### src/sabc_pkg.sv
// Constants, register map and types for the SAR converter track/burst controller.
// Assumes a 25 MHz system clock and a 32-bit Avalon-MM register bus.
package sabc_pkg;

  localparam int CLK_HZ = 25_000_000;

  // Register byte offsets
  localparam logic [11:0] OFS_CTRL = 12'h0e8;
  localparam logic [11:0] OFS_CFG = 12'h0f0;
  localparam logic [11:0] OFS_ACC = 12'h0f4;
  localparam logic [11:0] OFS_BTIME = 12'h0f8;
  localparam logic [11:0] OFS_RESULT = 12'h0fc;
  localparam logic [11:0] OFS_UPPER = 12'h100;
  localparam logic [11:0] OFS_LOWER = 12'h104;

  // Control register field positions
  localparam int CTRL_EN_BIT = 7;
  localparam int CTRL_BURST_BIT = 6;
  localparam int CTRL_DONE_BIT = 5;
  localparam int CTRL_BUSY_BIT = 4;
  localparam int CTRL_WIN_BIT = 3;

  // Configuration register field positions
  localparam int CFG_SC_LSB = 3;
  localparam int CFG_EIGHT_BIT = 2;
  localparam int CFG_DTRACK_BIT = 1;
  localparam int CFG_GAIN_BIT = 0;

  // Burst timing register field positions
  localparam int BT_TK_LSB = 4;

  // Values after reset
  localparam logic [2:0] SRC_RST = 3'h0;
  localparam logic [4:0] SC_RST = 5'h1f;
  localparam logic [2:0] RPT_RST = 3'h0;
  localparam logic [3:0] PWR_RST = 4'h4;
  localparam logic [5:0] TK_RST = 6'h07;
  localparam logic [15:0] UPPER_RST = 16'hffff;
  localparam logic [15:0] LOWER_RST = 16'h0000;

  // Start-of-conversion sources; 1xx is the external pin
  localparam logic [2:0] SRC_SW = 3'h0;
  localparam logic [2:0] SRC_T0 = 3'h1;
  localparam logic [2:0] SRC_T2 = 3'h2;
  localparam logic [2:0] SRC_T3 = 3'h3;

  // Track count in SAR clock ticks, SAR divider floor and bit indices
  localparam logic [6:0] DLY_TRACK_TICKS = 7'h03;
  localparam logic [4:0] MIN_SAR_DIV = 5'h02;
  localparam logic [3:0] MSB_INDEX = 4'h9;
  localparam logic [3:0] LAST_BIT_10 = 4'h0;
  localparam logic [3:0] LAST_BIT_8 = 4'h2;

  typedef enum logic [1:0] {ST_IDLE, ST_PWRUP, ST_TRACK, ST_CONV} sabc_state_t;

  function automatic logic [6:0] sabc_rpt_count(input logic [2:0] code);
    logic [6:0] n;
    n = 7'h40;
    unique case (code)
      3'h0: n = 7'h01;
      3'h1: n = 7'h04;
      3'h2: n = 7'h08;
      3'h3: n = 7'h10;
      3'h4: n = 7'h20;
      default: n = 7'h40;
    endcase
    return n;
  endfunction : sabc_rpt_count

endpackage : sabc_pkg

### src/sabc_top.sv
// Track, burst and SAR sequencing control for a 10-bit converter, with its register file.
// Assumes an analog core that follows track_out/dac_code_out and returns a comparator level.
// Operation
// - Burst off, delayed track off: input tracks always except during conversion.
// - Delayed track: each conversion preceded by 3 SAR clocks of tracking.
// - External start in delayed track: track while pin low, convert on rise.
// - Burst: wake, run and accumulate 1..64 conversions, then low power.
// - Burst bit set enables burst; cleared, SAR clock comes from system clock.
// - In burst, enable bit picks idle state: 0 powered down, 1 enabled.
// - Burst start: powered-down converter waits power-up time; enabled starts at once.
// - Burst: one start runs repeat-count conversions; otherwise one start per conversion.
// - Done flag set only after repeat-count conversions accumulated.
// - Window compare happens only after repeat-count conversions accumulated.
// - Burst tracking from power-up and track-time; delayed track adds 3 clocks. Track is held low during power-up here.
// - Gain bit selects 1x or 0.5x input gain.
// - 8-bit mode resolves only 8 MSBs, two SAR clocks shorter.
// - 8-bit mode: two LSBs are 00; with repeat 1, low result byte reads 0x00.
// - Burst off: enable 0 is shutdown, 1 is active and ready.
// - Done flag set at end of conversion series or burst; software clears it.
// - Writing 1 to busy starts a conversion only with source 000.
// - Window flag set when result inside window; software clears it.
// - Source select: busy write, timer 0, timer 2, timer 3, external pin.
// - Tracking shut down in standby or sleep.
// - Busy reads 1 during conversion; its fall after the final conversion sets the done flag.
// - Repeat above 1: result holds the sum, updated after final conversion.
//
// Design decision made here: the Avalon-MM slave port.
`timescale 1ns/10ps
`default_nettype none

module sabc_top
  import sabc_pkg::*;
(
  input wire logic clk_sys_in,
  input wire logic rst_n_in,
  input wire logic [11:0] avs_address_in,
  input wire logic avs_read_in,
  input wire logic avs_write_in,
  input wire logic [31:0] avs_writedata_in,
  input wire logic [3:0] avs_byteenable_in,
  output logic [31:0] avs_readdata_out,
  output logic avs_waitrequest_out,
  input wire logic timer0_ovf_in,
  input wire logic timer2_ovf_in,
  input wire logic timer3_ovf_in,
  input wire logic external_convert_start_in,
  input wire logic comparator_in,
  input wire logic standby_in,
  output logic adc_power_out,
  output logic track_out,
  output logic [9:0] dac_code_out,
  output logic input_gain_select_out
);

  // Register state
  logic en_q, burst_q, done_q, win_q;
  logic [2:0] src_q;
  logic [4:0] sc_q;
  logic eight_q, dtrack_q;
  logic [2:0] rpt_q;
  logic [3:0] pwr_q;
  logic [5:0] tk_q;
  logic [15:0] upper_q, lower_q, result_q;
  logic waitreq_q;
  logic [31:0] rdata_q;

  // Sequencer state
  sabc_state_t st_q;
  logic [6:0] cnt_q, nconv_q;
  logic [3:0] bit_q;
  logic [9:0] code_q;
  logic [15:0] acc_q;
  logic [4:0] tdiv_q;
  logic track_q, power_q;

  // Synchronisers: t0, t2, t3, pin, comparator, standby
  logic [5:0] s1_q, s2_q;
  logic [3:0] prev_q;

  always_ff @(posedge clk_sys_in or negedge rst_n_in) begin
    if (!rst_n_in) begin
      s1_q <= 6'h00;
      s2_q <= 6'h00;
      prev_q <= 4'h0;
    end else begin
      s1_q <= {standby_in, comparator_in, external_convert_start_in, timer3_ovf_in, timer2_ovf_in, timer0_ovf_in};
      s2_q <= s1_q;
      prev_q <= s2_q[3:0];
    end
  end

  logic [3:0] rise;
  logic cnv_s, comp_s, standby_s;
  assign rise = s2_q[3:0] & ~prev_q;
  assign cnv_s = s2_q[3];
  assign comp_s = s2_q[4];
  assign standby_s = s2_q[5];

  // Avalon-MM slave: one wait cycle, write and read data at the edge waitrequest is low
  logic req, acc_w, wr_lo, wr_hi;
  assign req = avs_read_in | avs_write_in;
  assign acc_w = avs_write_in & ~waitreq_q;
  assign wr_lo = acc_w & avs_byteenable_in[0];
  assign wr_hi = acc_w & avs_byteenable_in[1];

  logic wr_ctrl;
  assign wr_ctrl = wr_lo && (avs_address_in == OFS_CTRL);

  always_ff @(posedge clk_sys_in or negedge rst_n_in) begin
    if (!rst_n_in) begin
      waitreq_q <= 1'b1;
    end else begin
      waitreq_q <= ~(req & waitreq_q);
    end
  end

  logic busy;
  assign busy = (st_q != ST_IDLE);

  logic [31:0] rd_mux;
  always_comb begin
    rd_mux = 32'h0000_0000;
    unique case (avs_address_in)
      OFS_CTRL: rd_mux[7:0] = {en_q, burst_q, done_q, busy, win_q, src_q};
      OFS_CFG: rd_mux[7:0] = {sc_q, eight_q, dtrack_q, input_gain_select_out};
      OFS_ACC: rd_mux[2:0] = rpt_q;
      OFS_BTIME: rd_mux[9:0] = {tk_q, pwr_q};
      OFS_RESULT: rd_mux[15:0] = result_q;
      OFS_UPPER: rd_mux[15:0] = upper_q;
      OFS_LOWER: rd_mux[15:0] = lower_q;
      default: rd_mux = 32'h0000_0000;
    endcase
  end

  always_ff @(posedge clk_sys_in or negedge rst_n_in) begin
    if (!rst_n_in) begin
      rdata_q <= 32'h0000_0000;
    end else if (avs_read_in && waitreq_q) begin
      rdata_q <= rd_mux;
    end
  end

  // Configuration registers
  always_ff @(posedge clk_sys_in or negedge rst_n_in) begin
    if (!rst_n_in) begin
      en_q <= 1'b0;
      burst_q <= 1'b0;
      src_q <= SRC_RST;
      sc_q <= SC_RST;
      eight_q <= 1'b0;
      dtrack_q <= 1'b0;
      input_gain_select_out <= 1'b0;
      rpt_q <= RPT_RST;
      pwr_q <= PWR_RST;
      tk_q <= TK_RST;
      upper_q <= UPPER_RST;
      lower_q <= LOWER_RST;
    end else begin
      if (wr_ctrl) begin
        en_q <= avs_writedata_in[CTRL_EN_BIT];
        burst_q <= avs_writedata_in[CTRL_BURST_BIT];
        src_q <= avs_writedata_in[2:0];
      end
      if (wr_lo && avs_address_in == OFS_CFG) begin
        sc_q <= avs_writedata_in[CFG_SC_LSB +: 5];
        eight_q <= avs_writedata_in[CFG_EIGHT_BIT];
        dtrack_q <= avs_writedata_in[CFG_DTRACK_BIT];
        input_gain_select_out <= avs_writedata_in[CFG_GAIN_BIT];
      end
      if (wr_lo && avs_address_in == OFS_ACC) begin
        rpt_q <= avs_writedata_in[2:0];
      end
      if (avs_address_in == OFS_BTIME) begin
        if (wr_lo) begin
          pwr_q <= avs_writedata_in[3:0];
          tk_q[3:0] <= avs_writedata_in[7:4];
        end
        if (wr_hi) begin
          tk_q[5:4] <= avs_writedata_in[9:8];
        end
      end
      if (avs_address_in == OFS_UPPER) begin
        if (wr_lo) upper_q[7:0] <= avs_writedata_in[7:0];
        if (wr_hi) upper_q[15:8] <= avs_writedata_in[15:8];
      end
      if (avs_address_in == OFS_LOWER) begin
        if (wr_lo) lower_q[7:0] <= avs_writedata_in[7:0];
        if (wr_hi) lower_q[15:8] <= avs_writedata_in[15:8];
      end
    end
  end

  // Start selection; field value after the same write counts for a busy write
  logic sw_go, hw_go, start_go;
  assign sw_go = wr_ctrl && avs_writedata_in[CTRL_BUSY_BIT] && (avs_writedata_in[2:0] == SRC_SW);
  always_comb begin
    hw_go = 1'b0;
    unique case (src_q)
      SRC_SW: hw_go = 1'b0;
      SRC_T0: hw_go = rise[0];
      SRC_T2: hw_go = rise[1];
      SRC_T3: hw_go = rise[2];
      default: hw_go = rise[3];
    endcase
  end
  // Starts during a burst are dropped, so sources must keep their spacing
  assign start_go = (sw_go | hw_go) && (burst_q || en_q) && (st_q == ST_IDLE);

  // SAR clock tick; divider floor leaves room for the comparator synchroniser
  logic [4:0] eff_div;
  logic tick;
  assign eff_div = (sc_q < MIN_SAR_DIV) ? MIN_SAR_DIV : sc_q;
  assign tick = (tdiv_q == 5'h00);

  always_ff @(posedge clk_sys_in or negedge rst_n_in) begin
    if (!rst_n_in) begin
      tdiv_q <= 5'h00;
    end else if (st_q == ST_IDLE || tick) begin
      tdiv_q <= eff_div;
    end else begin
      tdiv_q <= tdiv_q - 5'h01;
    end
  end

  // Conversion arithmetic
  logic [3:0] last_bit;
  logic [9:0] code_now;
  logic [15:0] sum_d, final_val;
  logic [6:0] rpt_n, trk_load;
  logic conv_end, series_end, in_win;

  assign last_bit = eight_q ? LAST_BIT_8 : LAST_BIT_10;
  assign rpt_n = sabc_rpt_count(rpt_q);
  assign trk_load = {1'b0, tk_q} + (dtrack_q ? DLY_TRACK_TICKS : 7'h00);
  assign conv_end = (st_q == ST_CONV) && tick && (bit_q == last_bit);
  assign series_end = ((nconv_q + 7'h01) == rpt_n);
  assign sum_d = acc_q + {6'h00, code_now};
  assign final_val = (eight_q && rpt_q == 3'h0) ? {code_now[9:2], 8'h00} : sum_d;
  assign in_win = (final_val > upper_q) && (final_val < lower_q);

  always_comb begin
    code_now = code_q;
    code_now[bit_q] = comp_s;
  end

  // Sequencer
  always_ff @(posedge clk_sys_in or negedge rst_n_in) begin
    if (!rst_n_in) begin
      st_q <= ST_IDLE;
      cnt_q <= 7'h00;
      bit_q <= MSB_INDEX;
      code_q <= 10'h000;
      nconv_q <= 7'h00;
      acc_q <= 16'h0000;
    end else begin
      unique case (st_q)
        ST_IDLE: begin
          if (start_go) begin
            if (nconv_q == 7'h00) acc_q <= 16'h0000;
            if (burst_q && !en_q) begin
              st_q <= ST_PWRUP;
              cnt_q <= {3'h0, pwr_q};
            end else if (burst_q) begin
              st_q <= ST_TRACK;
              cnt_q <= trk_load;
            end else if (dtrack_q && !src_q[2]) begin
              st_q <= ST_TRACK;
              cnt_q <= DLY_TRACK_TICKS - 7'h01;
            end else begin
              st_q <= ST_CONV;
              bit_q <= MSB_INDEX;
              code_q <= 10'h200;
            end
          end
        end
        ST_PWRUP: begin
          if (tick) begin
            if (cnt_q == 7'h00) begin
              st_q <= ST_TRACK;
              cnt_q <= trk_load;
            end else begin
              cnt_q <= cnt_q - 7'h01;
            end
          end
        end
        ST_TRACK: begin
          if (tick) begin
            if (cnt_q == 7'h00) begin
              st_q <= ST_CONV;
              bit_q <= MSB_INDEX;
              code_q <= 10'h200;
            end else begin
              cnt_q <= cnt_q - 7'h01;
            end
          end
        end
        ST_CONV: begin
          if (tick) begin
            if (bit_q == last_bit) begin
              code_q <= code_now;
              acc_q <= sum_d;
              if (series_end) begin
                nconv_q <= 7'h00;
                st_q <= ST_IDLE;
              end else begin
                nconv_q <= nconv_q + 7'h01;
                if (burst_q) begin
                  st_q <= ST_TRACK;
                  cnt_q <= trk_load;
                end else begin
                  st_q <= ST_IDLE;
                end
              end
            end else begin
              code_q <= code_now;
              code_q[bit_q - 4'h1] <= 1'b1;
              bit_q <= bit_q - 4'h1;
            end
          end
        end
      endcase
    end
  end

  // Result and flags; a hardware set beats a software clear in the same cycle
  always_ff @(posedge clk_sys_in or negedge rst_n_in) begin
    if (!rst_n_in) begin
      result_q <= 16'h0000;
      done_q <= 1'b0;
      win_q <= 1'b0;
    end else begin
      if (conv_end && series_end) result_q <= final_val;
      if (conv_end && series_end) begin
        done_q <= 1'b1;
      end else if (wr_ctrl) begin
        done_q <= avs_writedata_in[CTRL_DONE_BIT];
      end
      if (conv_end && series_end && in_win) begin
        win_q <= 1'b1;
      end else if (wr_ctrl) begin
        win_q <= avs_writedata_in[CTRL_WIN_BIT];
      end
    end
  end

  // Track and power controls to the analog core
  logic track_d, power_d;
  always_comb begin
    track_d = 1'b0;
    unique case (st_q)
      ST_IDLE: begin
        if (!burst_q && en_q) begin
          if (!dtrack_q) track_d = 1'b1;
          else if (src_q[2]) track_d = ~cnv_s;
        end
      end
      ST_PWRUP: track_d = 1'b0;
      ST_TRACK: track_d = 1'b1;
      ST_CONV: track_d = 1'b0;
    endcase
    track_d = track_d & ~standby_s;
    power_d = burst_q ? (en_q || st_q != ST_IDLE) : en_q;
  end

  always_ff @(posedge clk_sys_in or negedge rst_n_in) begin
    if (!rst_n_in) begin
      track_q <= 1'b0;
      power_q <= 1'b0;
    end else begin
      track_q <= track_d;
      power_q <= power_d;
    end
  end

  assign avs_readdata_out = rdata_q;
  assign avs_waitrequest_out = waitreq_q;
  assign track_out = track_q;
  assign adc_power_out = power_q;
  assign dac_code_out = code_q;

  // Checks
  property p_cont_track;
    @(posedge clk_sys_in) disable iff (!rst_n_in)
    (st_q == ST_IDLE && !burst_q && en_q && !dtrack_q && !standby_s) |=> track_q;
  endproperty
  a_cont_track: assert property (p_cont_track) else $error("continuous tracking lost");

  property p_delay_track;
    @(posedge clk_sys_in) disable iff (!rst_n_in)
    ($rose(st_q == ST_CONV) && !burst_q && dtrack_q && !src_q[2]) |-> ($past(st_q) == ST_TRACK);
  endproperty
  a_delay_track: assert property (p_delay_track) else $error("conversion without delayed tracking");

  property p_pin_track;
    @(posedge clk_sys_in) disable iff (!rst_n_in)
    (st_q == ST_IDLE && !burst_q && en_q && dtrack_q && src_q[2] && !standby_s) |=> (track_q == !$past(cnv_s));
  endproperty
  a_pin_track: assert property (p_pin_track) else $error("tracking does not follow start pin");

  property p_burst_idle_power;
    @(posedge clk_sys_in) disable iff (!rst_n_in)
    (st_q == ST_IDLE && burst_q && !en_q) [*2] |-> !power_q;
  endproperty
  a_burst_idle_power: assert property (p_burst_idle_power) else $error("powered between bursts");

  property p_burst_wake;
    @(posedge clk_sys_in) disable iff (!rst_n_in)
    (start_go && burst_q) |=> (st_q == ($past(en_q) ? ST_TRACK : ST_PWRUP));
  endproperty
  a_burst_wake: assert property (p_burst_wake) else $error("wrong wake path in burst");

  property p_single_start;
    @(posedge clk_sys_in) disable iff (!rst_n_in)
    (conv_end && !burst_q && !series_end && !wr_ctrl) |=> (st_q == ST_IDLE && done_q == $past(done_q))
      ##1 (st_q == ST_IDLE || $past(start_go));
  endproperty
  a_single_start: assert property (p_single_start) else $error("conversion ran without a start");

  property p_done_set;
    @(posedge clk_sys_in) disable iff (!rst_n_in)
    (conv_end && series_end) |=> (done_q && !busy && result_q == $past(final_val));
  endproperty
  a_done_set: assert property (p_done_set) else $error("series end did not set done");

  property p_shutdown;
    @(posedge clk_sys_in) disable iff (!rst_n_in)
    (!burst_q && !en_q && st_q == ST_IDLE) |=> (st_q == ST_IDLE && !power_q);
  endproperty
  a_shutdown: assert property (p_shutdown) else $error("disabled converter left shutdown");

  property p_eight_lsb;
    @(posedge clk_sys_in) disable iff (!rst_n_in)
    (conv_end && eight_q) |-> (code_now[1:0] == 2'b00 && $past(st_q, 2) == ST_CONV);
  endproperty
  a_eight_lsb: assert property (p_eight_lsb) else $error("8-bit conversion resolved low bits");

  property p_window;
    @(posedge clk_sys_in) disable iff (!rst_n_in)
    (conv_end && series_end && in_win) |=> win_q ##1 (win_q || $past(wr_ctrl));
  endproperty
  a_window: assert property (p_window) else $error("window hit not flagged");

endmodule : sabc_top

`default_nettype wire

### config.mk
export PLATFORM = sky130hd
export DESIGN_NAME = sabc_top
export DESIGN_NICKNAME = d
export VERILOG_FILES = /design/src/sabc_pkg.sv /design/src/sabc_top.sv
export SDC_FILE = /design/constraint.sdc
export NUM_CORES = 1
export LEC_CHECK = 0
export BUFFER_PORTS_ARGS = -buffer_cell sky130_fd_sc_hd__buf_4
export CELL_PAD_IN_SITES_DETAIL_PLACEMENT = 1
export CELL_PAD_IN_SITES_GLOBAL_PLACEMENT = 2
export CORE_MARGIN = 4
export CORE_UTILIZATION = 40
export CTS_CLUSTER_DIAMETER = 60
export DETAILED_ROUTE_END_ITERATION = 10
export HOLD_SLACK_MARGIN = 0.05
export PLACE_DENSITY = 0.81
export SLEW_MARGIN = 5
export SYNTH_ARGS = -nofsm -noshare
export SYNTH_HDL_FRONTEND = slang
export SYNTH_SLANG_ARGS = --single-unit
### constraint.sdc
create_clock -name clk_sys_in -period 10.62 [get_ports clk_sys_in]
set_clock_uncertainty 0.05 [all_clocks]
set_input_delay 0.531 -clock clk_sys_in [delete_from_list [all_inputs] [get_ports clk_sys_in]]
set_output_delay 0.531 -clock clk_sys_in [all_outputs]
set_load 0.005 [all_outputs]
After elaboration in Yosys (flattened, before gate mapping)
Cells that the tools add are included.
{"block": "word_totals", "register_bits": 162, "romBits": 0, "ram_bits": 0, "in_bits": 58, "memories": 0, "out_inout_bits": 46, "latchBits": 0}
{"block": "op_classes", "n_mux": 75, "bitwise_logic": 14, "order_cmp": 7, "reduce_logical": 50, "n_eq_ne": 35, "div": 0, "n_mul": 0, "shift": 0, "addsub": 6}
{"cell": "$mux W7", "n": 13}
{"cell": "$mux W10", "n": 8}
{"cell": "$mux W16", "n": 5}
{"cell": "$eq A12 B8 Y1 const B", "n": 5}
{"cell": "$pmux W7 S5", "n": 1}
{"cell": "$mux W4", "n": 8}
{"cell": "$pmux W16 S2", "n": 1}
{"cell": "$pmux W10 S3", "n": 1}
{"cell": "$pmux W5 S6", "n": 1}
{"cell": "$pmux W7 S4", "n": 1}
{"cell": "$ne A2 B2 Y1 const B", "n": 13}
{"cell": "$eq A12 B9 Y1 const B", "n": 2}
{"cell": "$mux W2", "n": 12}
{"cell": "$pmux W3 S7", "n": 1}
{"cell": "$logic_and A1 B1 Y1", "n": 19}
{"cell": "$pmux W6 S3", "n": 1}
{"cell": "$reduce_and A9 Y1", "n": 2}
{"cell": "$add A16 B10 Y16", "n": 1}
{"cell": "$gt A16 B16 Y1", "n": 1}
{"cell": "$lt A16 B16 Y1", "n": 1}
{"cell": "$pmux W2 S4", "n": 2}
{"cell": "$logic_not A7 Y1", "n": 2}
{"cell": "$eq A3 B2 Y1 const B", "n": 4}
{"cell": "$mux W1", "n": 12}
{"cell": "41 further kinds", "n": 70}

Depth between registers and ports, before layout
Gate-level depths: netlist of the first run.
{"block": "logic_depth", "depth_word": 11, "mapped_depth": 22, "ltp_nobuf": 21}

Worst setup path before layout of the first run
OpenSTA, ideal clock, no wires.
{"block": "synth_timing", "kind": "reg-to-reg", "start": "register bit_q[0]", "end": "register win_q", "path_stages_with_launch": 22, "t_arrival_ns": 4.399, "n_path_buf": 1, "slack_ns": 6.042, "path_cell_list": "dfstp_2 -> inv_1 -> ha_1 -> buf_1 -> nand2_1 -> mux2_2 -> ha_1 -> and2_1 -> a221oi_1 -> nand2_1 -> a21o_1 -> a21oi_1 -> xor2_1 -> nor2_1 -> ha_1 -> or4_1 -> a221oi_1 -> o21ai_0 -> a311oi_1 -> o21ai_0 -> o211ai_1 -> o21ai_0"}
{"block": "synth_between", "elab_chain_cells": 11, "elab_cells_between_ends": 17, "cone_classes": "add/sub: 1; order compare: 4; eq/ne: 1; mux: 5; reduce/logical: 6"}
{"element": "start: declaration", "line_no": "sabc_top.sv:70", "source": "logic [3:0] bit_q;"}
{"element": "start signal: assignment", "line_no": "sabc_top.sv:317", "source": "bit_q <= bit_q - 4'h1;"}
{"element": "$lt A4 B5 Y1 (not written as such) / $ge A4 B1 Y1 (equally long branches)", "line_no": "sabc_top.sv:243", "source": "code_now[bit_q] = comp_s;"}
{"element": "$logic_and A1 B1 Y1 (not written as such)", "line_no": "sabc_top.sv:243"}
{"element": "$mux W1 (not written as such)", "line_no": "sabc_top.sv:243"}
{"element": "$demux W1 S4 *", "line_no": "sabc_top.sv:243"}
{"element": "$bwmux W10 *", "line_no": "sabc_top.sv:243"}
{"element": "$add A16 B10 Y16 *", "line_no": "sabc_top.sv:237", "source": "assign sum_d = acc_q + {6'h00, code_now};"}
{"element": "$mux W16 *", "line_no": "sabc_top.sv:238", "source": "assign final_val = (eight_q && rpt_q == 3'h0) ? {code_now[9:2], 8'h00} : sum_d;"}
{"element": "via final_val[7]", "line_no": "sabc_top.sv:228", "source": "logic [15:0] sum_d, final_val;"}
{"element": "$gt A16 B16 Y1 / $lt A16 B16 Y1 (equally long branches)", "line_no": "sabc_top.sv:239", "source": "assign in_win = (final_val > upper_q) && (final_val < lower_q);"}
{"element": "$logic_and A1 B1 Y1 *", "line_no": "sabc_top.sv:239"}
{"element": "$logic_and A1 B1 Y1 *", "line_no": "sabc_top.sv:338", "source": "if (conv_end && series_end && in_win) begin"}
{"element": "$mux W1 / $reduce_bool A2 Y1 (equally long branches)"}
{"element": "end signal: assignment", "line_no": "sabc_top.sv:341", "source": "win_q <= avs_writedata_in[CTRL_WIN_BIT];"}
{"element": "end: declaration", "line_no": "sabc_top.sv:56", "source": "logic en_q, burst_q, done_q, win_q;"}
The timed path passes the listed nets; every way through them passes the cells marked *.
A chain may end at the register's enable or synchronous reset.

Worst setup path after layout of the first run
{"block": "layout_timing", "start": "register bit_q[0]", "end": "register win_q"}
{"block": "layout_between", "elab_chain_cells": 11, "elab_cells_between_ends": 17, "cone_classes": "add/sub: 1; order compare: 4; eq/ne: 1; mux: 5; reduce/logical: 6"}
{"element": "$lt A4 B5 Y1 (not written as such) / $ge A4 B1 Y1 (equally long branches)", "line_no": "sabc_top.sv:243"}
{"element": "$logic_and A1 B1 Y1 (not written as such)", "line_no": "sabc_top.sv:243"}
{"element": "$mux W1 (not written as such)", "line_no": "sabc_top.sv:243"}
{"element": "$demux W1 S4 *", "line_no": "sabc_top.sv:243"}
{"element": "$bwmux W10 *", "line_no": "sabc_top.sv:243"}
{"element": "$add A16 B10 Y16", "line_no": "sabc_top.sv:237"}
{"element": "$mux W16 *", "line_no": "sabc_top.sv:238"}
{"element": "via final_val[11]", "line_no": "sabc_top.sv:228"}
{"element": "$gt A16 B16 Y1 / $lt A16 B16 Y1 (equally long branches)", "line_no": "sabc_top.sv:239"}
{"element": "$logic_and A1 B1 Y1 *", "line_no": "sabc_top.sv:239"}
{"element": "$logic_and A1 B1 Y1 *", "line_no": "sabc_top.sv:338"}
{"element": "$mux W1 / $reduce_bool A2 Y1 (equally long branches)"}
Marked as above.

==> results.json, run 1 <==
{
  "antenna_found_initial": 0,
  "min_path_type": "in2async",
  "power_leakage_nw": 5.19,
  "synthArstFlopShare_pct": 100,
  "cp_common_cell": "ha_1",
  "gp_congestion": 0.829,
  "grt_start_max_net_pins": 96,
  "rows": 56,
  "cts.sinks": 162,
  "vias": 7877,
  "synth_area_um2": 9660,
  "min_period_over_period_pct": 51.0,
  "drc": 0,
  "die_h_um": 163,
  "synth-main-ff-cell": "dfrtp_1",
  "critPathMaxFanout": 10,
  "die_w_um": 163,
  "drt_iter0_drc": 292,
  "synth_edf_count": 0,
  "grt_pass1_vias": 8296,
  "ctsResizeCount": 0,
  "hold_viol_final": 0,
  "syn_to_final_growth_pct": 13.7,
  "status": "completed",
  "slew_headroom_pct": 27.7,
  "synth_seq_cells": 162,
  "io_pins": 104,
  "critPathMaxStageDelay_ps": 630,
  "syn_inst": 1035,
  "layout_common_cells": "nand2_1, dfrtp_1, o21ai_0",
  "drt-total-wl_um": 28000,
  "layout.nets": 1191,
  "slew_viol_final": 0,
  "path_cells": "inv_1 -> ha_1 -> nand2_1 -> mux2_2 -> ha_1 -> and2_1 -> a221oi_1 -> a21oi_1 -> o31ai_1 -> xor2_1 -> a21oi_1 -> ha_1 -> nand4_1 -> nor2_1 -> o21ai_0 -> a211oi_1 -> nor3_1 -> o211ai_1 -> o21ai_0",
  "max_freq_ghz": 0.185,
  "crit_path_top_delay_cell": "o31ai_1",
  "start_kind": "flop",
  "stdcell_count": 1411,
  "required_ps": 10870,
  "critPathCaptureType": "flop",
  "place_inst": 1379,
  "wl_per_cell_um": 19.8,
  "cts_made_buffers": 17,
  "io_buffer_count": 69,
  "cp_top_family": "compound AO/OA/AOI/OAI gates",
  "start_util_pct": 40.9,
  "finalCriticalPeriod_ps": 5420,
  "via_per_inst": 5.58,
  "ys_seq_area_share_pct": 42.3,
  "avgSynthCellArea_um2": 9.34,
  "final-setup-viol-count": 0,
  "ant_nets": 0,
  "postCtsSetupBuffers": 0,
  "rsz0062_at_grt": "false",
  "p_per_area_nw_per_um2": 216,
  "critPathBufInv": 1,
  "fp.coreArea_um2": 23600,
  "h-tree-depth": 4,
  "ys_warn_count": 0,
  "antenna_cells": 0,
  "peakVddDrop_mv": 0.0895,
  "ys_types": 72,
  "clkLatencyLatePin_ps": 430,
  "dieArea_um2": 26700,
  "final_util_pct": 46.5,
  "worst_slew_pin_slew_ps": 1080,
  "first_pass_iters": 4,
  "setup_tns_ps": 0,
  "maxCapViolations": 0,
  "cts_root_buf": "clkbuf_16",
  "grt.overflow.total": 0,
  "clockBufferDepth": 2,
  "track_usage_pct": 21.8,
  "critPathKind": "reg2reg",
  "drive_gt1_share_pct": 18.4,
  "cts_tree": "built",
  "cp_data_arrival_time_ps": 5660,
  "path_clk_slew_ps": 70,
  "grt_pass1_wl_um": 46100,
  "hold_buffers": 0,
  "post-dp-hpwl_um": 20400
}
## area by class of cell
cell class	count	area (um^2)
Clock buffer	21	450
Inverter	54	203
Sequential cell	162	4090
Fill cell	2716	12600
Multi-Input combinational cell	768	5110
Timing Repair Buffer	76	574
Clock inverter	11	155
Tap cell	319	399
## worst paths after layout
check	startpoint	end	slack, ps	cells after the start
min in group clk_sys_in	standby_in	s1_q[5]$_DFF_PN0_	150	1
worst min-delay path	rst_n_in	en_q$_DFFE_PN0P_	130	1
worst max-delay path	bit_q[0]$_DFFE_PN1P_	win_q$_DFFE_PN0P_	5200	19
max in group asynchronous	rst_n_in	acc_q[14]$_DFFE_PN0P_	8920	2
worst max register to register	bit_q[0]$_DFFE_PN1P_	win_q$_DFFE_PN0P_	5200	19
worst min register to register	s1_q[2]$_DFF_PN0_	s2_q[2]$_DFF_PN0_	300	0
## per-layer routing
layer | track usage [%] | wire (um) | part of all wire [%]
met1 | 30.2 | 13000 | 47
met2 | 35.5 | 13300 | 48
met3 | 3.73 | 1140 | 4.1
met4 | 6.14 | 486 | 1.7
met5 | 0 | 0 | 0
## flip-flops by register name, indices dropped and copies added (netlist names), 3 cells and up
name,count
acc_q,16
avs_readdata_out,16
bit_q,4
cnt_q,7
dac_code_out,10
lower_q,16
nconv_q,7
prev_q,4
pwr_q,4
result_q,16
rpt_q,3
s1_q,6
s2_q,6
sc_q,5
src_q,3
tdiv_q,5
tk_q,6
upper_q,16
## Yosys cell counts (6+ instances only)
cell type    n  area [um^2]
nor3_1      20          100
a221oi_1     8         70.1
clkbuf_1    38          143
xor2_1      14          123
o211ai_1     6         45.0
a21oi_1     41          205
a22oi_1      6         45.0
nand2_1    134          503
nor2b_1     10         62.6
xnor2_1     15          131
a31oi_1      6         37.5
a211oi_1     7         52.6
and2_1       7         43.8
mux2i_1     28          280
nand4_1     10         62.6
buf_2        8         40.0
or3_1        7         43.8
buf_4       17          128
inv_1       53          199
dfstp_2     28          736
a22o_1      11         96.3
nand3_1     21          105
o22ai_1      6         37.5
and3_1       8         50.1
mux2_2      56          631
dfrtp_1    134         3350
ha_1        52          651
nor2_1      68          255
a21o_1      13         97.6
o21ai_0    116          581
o21a_1       9         67.6
## power breakdown
group	leakage (nW)	internal (W)	switching, W
Sequential	1.98	0.000715	0.000102
Combinational	2.93	0.000354	0.000548
Clock	0.286	0.000379	0.000269
## stage by stage
stage	area, um^2	setup slack, ps	hold WS [ps]	power, W
after global routing	11000	4820	133	0.00255
after CTS	11000	5180	129	0.00239
after global placement	10400	5310	283	0.00171
after detailed placement	10400	5210	288	0.00173
after floorplan	9720	6040	185	0.00144
final	11000	5200	128	0.00237
## cells by family after synthesis
kind of cell	synth area share, %
mux	9.43
flops	42.3
simple gates	16.1
buf+inv	5.43
fa+ha+maj	7.15
xor+xnor	2.63
compound gates	16.9
other cells	0.0388
No activity file was read; power rests on OpenSTA's default activity.
==> run 2, diff against run 1 <==
--- a/config.mk
+++ b/config.mk
@@ -9,11 +9,11 @@
 export CELL_PAD_IN_SITES_DETAIL_PLACEMENT = 1
 export CELL_PAD_IN_SITES_GLOBAL_PLACEMENT = 2
 export CORE_MARGIN = 4
-export CORE_UTILIZATION = 40
+export CORE_UTILIZATION = 34
 export CTS_CLUSTER_DIAMETER = 60
 export DETAILED_ROUTE_END_ITERATION = 10
 export HOLD_SLACK_MARGIN = 0.05
-export PLACE_DENSITY = 0.81
+export PLACE_DENSITY = 0.73
 export SLEW_MARGIN = 5
 export SYNTH_ARGS = -nofsm -noshare
 export SYNTH_HDL_FRONTEND = slang
==> constraint.sdc (replaced) <==
create_clock -name clk_sys_in -period 4.85 [get_ports clk_sys_in]
set_clock_uncertainty 0.05 [all_clocks]
set_input_delay 0.2425 -clock clk_sys_in [delete_from_list [all_inputs] [get_ports clk_sys_in]]
set_output_delay 0.2425 -clock clk_sys_in [all_outputs]
set_load 0.005 [all_outputs]
==> run 2 against run 1 <==
  * Combinational power rose by 140%
  * Routed wire length rose by 3.7%
  * Fmax rose by 18%
  * Sequential share of layout area fell by 1.8 points
==> results.json, run 2 (synthesis gave the netlist of run 1 again) <==
{
  "cp_data_arrival_time_ps": 4780,
  "hold_viol_final": 0,
  "gp_congestion": 0.814,
  "critPathCaptureType": "flop",
  "status": "completed",
  "cts_tree": "built",
  "drc": 0,
  "min_path_type": "in2reg",
  "antenna_cells": 0,
  "max_freq_ghz": 0.219,
  "critPathKind": "reg2reg",
  "place_ws_ps": -42.0,
  "power_leakage_nw": 5.35,
  "final-setup-viol-count": 0,
  "antenna_found_initial": 0,
  "rr_startpoint": "bit_q[0]$_DFFE_PN1P_",
  "layout_commonest_cell": "nand2_1",
  "hold_slack_ps": 65.0,
  "die_w_um": 177,
  "layout.nets": 1233,
  "reg2reg_slack_ps": 270,
  "cts_made_buffers": 17,
  "clockBufferDepth": 2,
  "peakVddDrop_mv": 0.212,
  "die_h_um": 177,
  "clkLatencyLatePin_ps": 430,
  "wl_per_cell_um": 19.2,
  "io_buffer_count": 69,
  "h-tree-depth": 4,
  "power_frac_comb_pct": 41.0,
  "critPathLaunch": "bit_q[0]$_DFFE_PN1P_",
  "required_ps": 5050,
  "grt_pass1_wl_um": 46800,
  "power_w": 0.00537,
  "sequentialPowerShare_pct": 33.3,
  "vias": 7897,
  "critPathMaxFanout": 4,
  "via_per_inst": 5.22,
  "drive_gt1_share_pct": 21.3,
  "cts.sinks": 162,
  "grt_start_max_net_pins": 84,
  "slew_headroom_pct": 14.2,
  "p_per_area_nw_per_um2": 466,
  "fp.coreArea_um2": 27900,
  "start_kind": "flop",
  "worst_slew_pin_slew_ps": 1280,
  "final_util_pct": 41.3,
  "path_clk_slew_ps": 70,
  "first_pass_iters": 4,
  "min_period_over_period_pct": 94.4,
  "switching_share_pct": 39.2,
  "syn_to_final_growth_pct": 19.4,
  "cts_root_buf": "clkbuf_16",
  "hp-start": "avs_writedata_in[0]",
  "grt_pass1_vias": 8279,
  "ant_nets": 0,
  "p_switching_w": 0.00211,
  "track_usage_pct": 19.0,
  "grt.overflow.total": 0,
  "drt-total-wl_um": 29000,
  "start_util_pct": 34.6,
  "p_int_w": 0.00327,
  "clock_power_share_pct": 25.7,
  "slew_viol_final": 0,
  "drt_iter0_drc": 367,
  "dieArea_um2": 31200,
  "io_pins": 104,
  "finalCriticalPeriod_ps": 4580,
  "layout_common_cells": "nand2_1, dfrtp_1, o21ai_0",
  "maxCapViolations": 0,
  "rows": 61,
  "post-dp-hpwl_um": 21100,
  "fin_ws_ps": 274
}
-- run 2: final timing paths --
path,end,cells past startpoint
max reg2reg,win_q$_DFFE_PN0P_,20
max,win_q$_DFFE_PN0P_,20
max in group asynchronous,upper_q[8]$_DFFE_PN1P_,3
min,lower_q[0]$_DFFE_PN0P_,3
min in group asynchronous,avs_readdata_out[2]$_DFFE_PN0P_,2
min reg2reg,s2_q[1]$_DFF_PN0_,0
-- run 2: per-stage QoR --
step                      cells  TNS [ps]  area [um^2]
after floorplan            1050         0         9720
after global placement     1452         0        10600
after detailed placement   1452     -42.0        10600
after CTS                  1508         0        11400
after global routing       1512     -13.5        11500
final                      1512         0        11500
-- run 2: repair_timing --
action | CTS | global route
endpoints found under the hold margin | 105 | 0
buffers inserted | 0 | 4
hold buffers | 24 | 0
setup endpoints to repair | 1 | 1
resized for setup | 3 | 30
pin swaps | 0 | 10
-- run 2: per-layer routing --
metal,part of all wire [%],track usage [%]
met5,0,0
met4,1.3,4.51
met3,2.6,2.27
met2,48,31.9
met1,48,26.3
-- run 2: power by group through the flow --
| stage | registers, W | logic [W] | clock network (W) |
|---|---|---|---|
| finish | 0.00179 | 0.00220 | 0.00138 |
| global route | 0.00182 | 0.00248 | 0.00147 |
| CTS | 0.00179 | 0.00211 | 0.00142 |
| detailed placement | 0.00181 | 0.00207 | 0 |
| global placement | 0.00180 | 0.00203 | 0 |
| floorplan | 0.00171 | 0.00146 | 0 |
-- run 2: critical path: stages (launching register included) --
cell and delay (ps):
dfstp_2 560, inv_1 70, ha_1 210, nand2_1 100
mux2_4 330, ha_1 300, and2_4 160, a221oi_4 280
nand2_1 110, a21o_1 200, a21oi_2 180, xor2_2 210
nor2_1 90, ha_2 210, or4_1 480, a221oi_2 210
o21ai_1 120, a311oi_1 240, o21ai_1 100, o211ai_1 110
o21ai_1 90
-- run 2: cell type report --
class / instances / area (um^2)
fillers: 3286 / 16400
multi-input cells: 768 / 5230
flip-flops and latches: 162 / 4090
repair buffers: 118 / 950
well taps: 378 / 473
clock buffers: 22 / 464
inverters: 54 / 203
clock inverters: 10 / 126
==> run 3, diff against run 2 <==
--- a/config.mk
+++ b/config.mk
@@ -8,7 +8,6 @@
 export BUFFER_PORTS_ARGS = -buffer_cell sky130_fd_sc_hd__buf_4
 export CELL_PAD_IN_SITES_DETAIL_PLACEMENT = 1
 export CELL_PAD_IN_SITES_GLOBAL_PLACEMENT = 2
-export CORE_MARGIN = 4
 export CORE_UTILIZATION = 34
 export CTS_CLUSTER_DIAMETER = 60
 export DETAILED_ROUTE_END_ITERATION = 10
==> run 3 against run 2 <==
  * Non-clock buffer count decreased by 1
  * Critical path depth unchanged
  * Routed wire length decreased by 0.51%
  * Combinational power decreased by 2%
  * Register-to-register slack about the same
  * Via count increased by 1.0%
  * Largest power group unchanged
==> results.json, run 3 (synthesis gave the netlist of run 1 again) <==
{
  "syn_to_final_growth_pct": 19.0,
  "seqCellArea_um2": 4090,
  "layout_common_cells": "nand2_1, dfrtp_1, o21ai_0",
  "path_depth": 20,
  "min_path_type": "in2reg",
  "clockBufferDepth": 2,
  "gp_congestion": 0.833,
  "critPathMaxStageDelay_ps": 570,
  "clkLatencyLatePin_ps": 440,
  "crit_path_top_delay_cell": "dfstp_2",
  "min_period_over_period_pct": 94.2,
  "grt_start_max_net_pins": 163,
  "hp-start": "avs_writedata_in[0]",
  "track_usage_pct": 21.2,
  "critPathKind": "reg2reg",
  "hold_depth": 3,
  "multiInputGateArea_um2": 5190,
  "ff2ff_path_depth": 20,
  "die_w_um": 171,
  "power_leakage_nw": 5.37,
  "ant_nets": 0,
  "drc": 0,
  "layout.nets": 1232,
  "io_buffer_count": 69,
  "finalCriticalPeriod_ps": 4570,
  "cts_made_buffers": 17,
  "placed_area_um2": 10600,
  "cp_top_family": "compound AO/OA/AOI/OAI gates",
  "peakVddDrop_mv": 0.189,
  "critPathLaunch": "bit_q[0]$_DFFE_PN1P_",
  "n_fill_cell": 3191,
  "r2r-end": "win_q$_DFFE_PN0P_",
  "die_h_um": 171,
  "via_per_inst": 5.28,
  "cts_root_buf": "clkbuf_16",
  "start_kind": "flop",
  "final-setup-viol-count": 0,
  "reg2reg_slack_ps": 280,
  "grt_pass1_vias": 8351,
  "maxCapViolations": 0,
  "slew_headroom_pct": 25.8,
  "hold_viol_final": 0,
  "start_util_pct": 34.7,
  "antenna_cells": 0,
  "wl_per_cell_um": 19.1,
  "p_per_area_nw_per_um2": 464,
  "antenna_found_initial": 0,
  "grt.overflow.total": 0,
  "cts.sinks": 162,
  "drt-total-wl_um": 28800,
  "drive_gt1_share_pct": 20.6,
  "dieArea_um2": 29100,
  "rows": 61,
  "max_freq_ghz": 0.219,
  "hold_end": "lower_q[0]$_DFFE_PN0P_",
  "status": "completed",
  "path_clk_slew_ps": 70,
  "path_cells": "inv_1 -> ha_1 -> nand2_1 -> mux2_4 -> ha_1 -> and2_1 -> a221oi_2 -> nand2_1 -> a21o_1 -> a21oi_2 -> xor2_2 -> nor2_1 -> ha_2 -> or4_1 -> a221oi_2 -> o21ai_1 -> a311oi_1 -> o21ai_0 -> o211ai_1 -> o21ai_0",
  "required_ps": 5090,
  "fp.coreArea_um2": 27900,
  "grt_pass1_wl_um": 47200,
  "critPathBufInv": 1,
  "post-dp-hpwl_um": 21000,
  "worst_slew_pin_slew_ps": 1110,
  "power_w": 0.00534,
  "drt_iter0_drc": 392,
  "io_pins": 104,
  "slew_viol_final": 0,
  "critPathMaxFanout": 5,
  "cts_tree": "built",
  "first_pass_iters": 5,
  "critPathCaptureType": "flop",
  "vias": 7979,
  "cp_data_arrival_time_ps": 4810,
  "rr_startpoint": "bit_q[0]$_DFFE_PN1P_",
  "h-tree-depth": 4,
  "stdcell_area_um2": 11500
}
[run 3: cell type report]
class	instances	share of cell area, %
well taps	378	4.11
clock inverters	12	1.27
multi-input cells	768	45.1
repair buffers	117	8.30
flip-flops and latches	162	35.6
clock buffers	20	3.88
inverters	54	1.76
[run 3: through the flow]
step	setup slack, ps	instances	hold WS (ps)	utilization, %	TNS, ps
after floorplan	272	1050	-103	-	0
after global placement	90.5	1452	284	37.9	0
after detailed placement	33.8	1452	287	37.9	0
after CTS	15.5	1508	60.7	40.9	0
after global routing	-24.9	1511	84.9	41.3	-24.9
final	280	1511	73.4	41.3	0
[run 3: worst register-to-register path, cell delays in order, from the launching register on]
cell and delay, ps:
dfstp_2 570, inv_1 70, ha_1 200, nand2_1 100, mux2_4 350, ha_1 300, and2_1 190, a221oi_2 300
nand2_1 120, a21o_1 200, a21oi_2 170, xor2_2 180, nor2_1 90, ha_2 220, or4_1 480, a221oi_2 210
o21ai_1 110, a311oi_1 220, o21ai_0 110, o211ai_1 100, o21ai_0 90
[run 3: where the power goes]
part / leakage (nW) / total [W] / internal, W / switching, W
Sequential: 1.98 / 0.00178 / 0.00157 / 0.000218
Clock: 0.286 / 0.00139 / 0.000784 / 0.000604
Combinational: 3.11 / 0.00216 / 0.000890 / 0.00127
[run 3: metal layers]
| metal | vias to the layer above | global-route usage, % | share of wire (%) | routed length, um |
|---|---|---|---|---|
| met1 | 4032 | 29.3 | 49 | 14000 |
| met5 | - | 0 | 0 | 0 |
| met3 | 12 | 3.45 | 2.6 | 756 |
| met4 | 0 | 4.23 | 0.71 | 204 |
| li1 | 3819 | - | - | - |
| met2 | 116 | 34.9 | 48 | 13900 |
[run 3: worst max path at each step]
stage	endpoint
3_5_place_dp	win_q$_DFFE_PN0P_
5_1_grt	win_q$_DFFE_PN0P_
6_report	win_q$_DFFE_PN0P_
3_3_place_gp	win_q$_DFFE_PN0P_
4_1_cts	win_q$_DFFE_PN0P_
2_1_floorplan	win_q$_DFFE_PN0P_
[run 3: repair_timing]
item / CTS / global route
hold buffers: 24 / 0
pin swaps: 0 / 4
setup endpoints to repair: 1 / 1
buffers inserted: 0 / 3
hold endpoints to repair: 181 / 0
resized for setup: 1 / 17
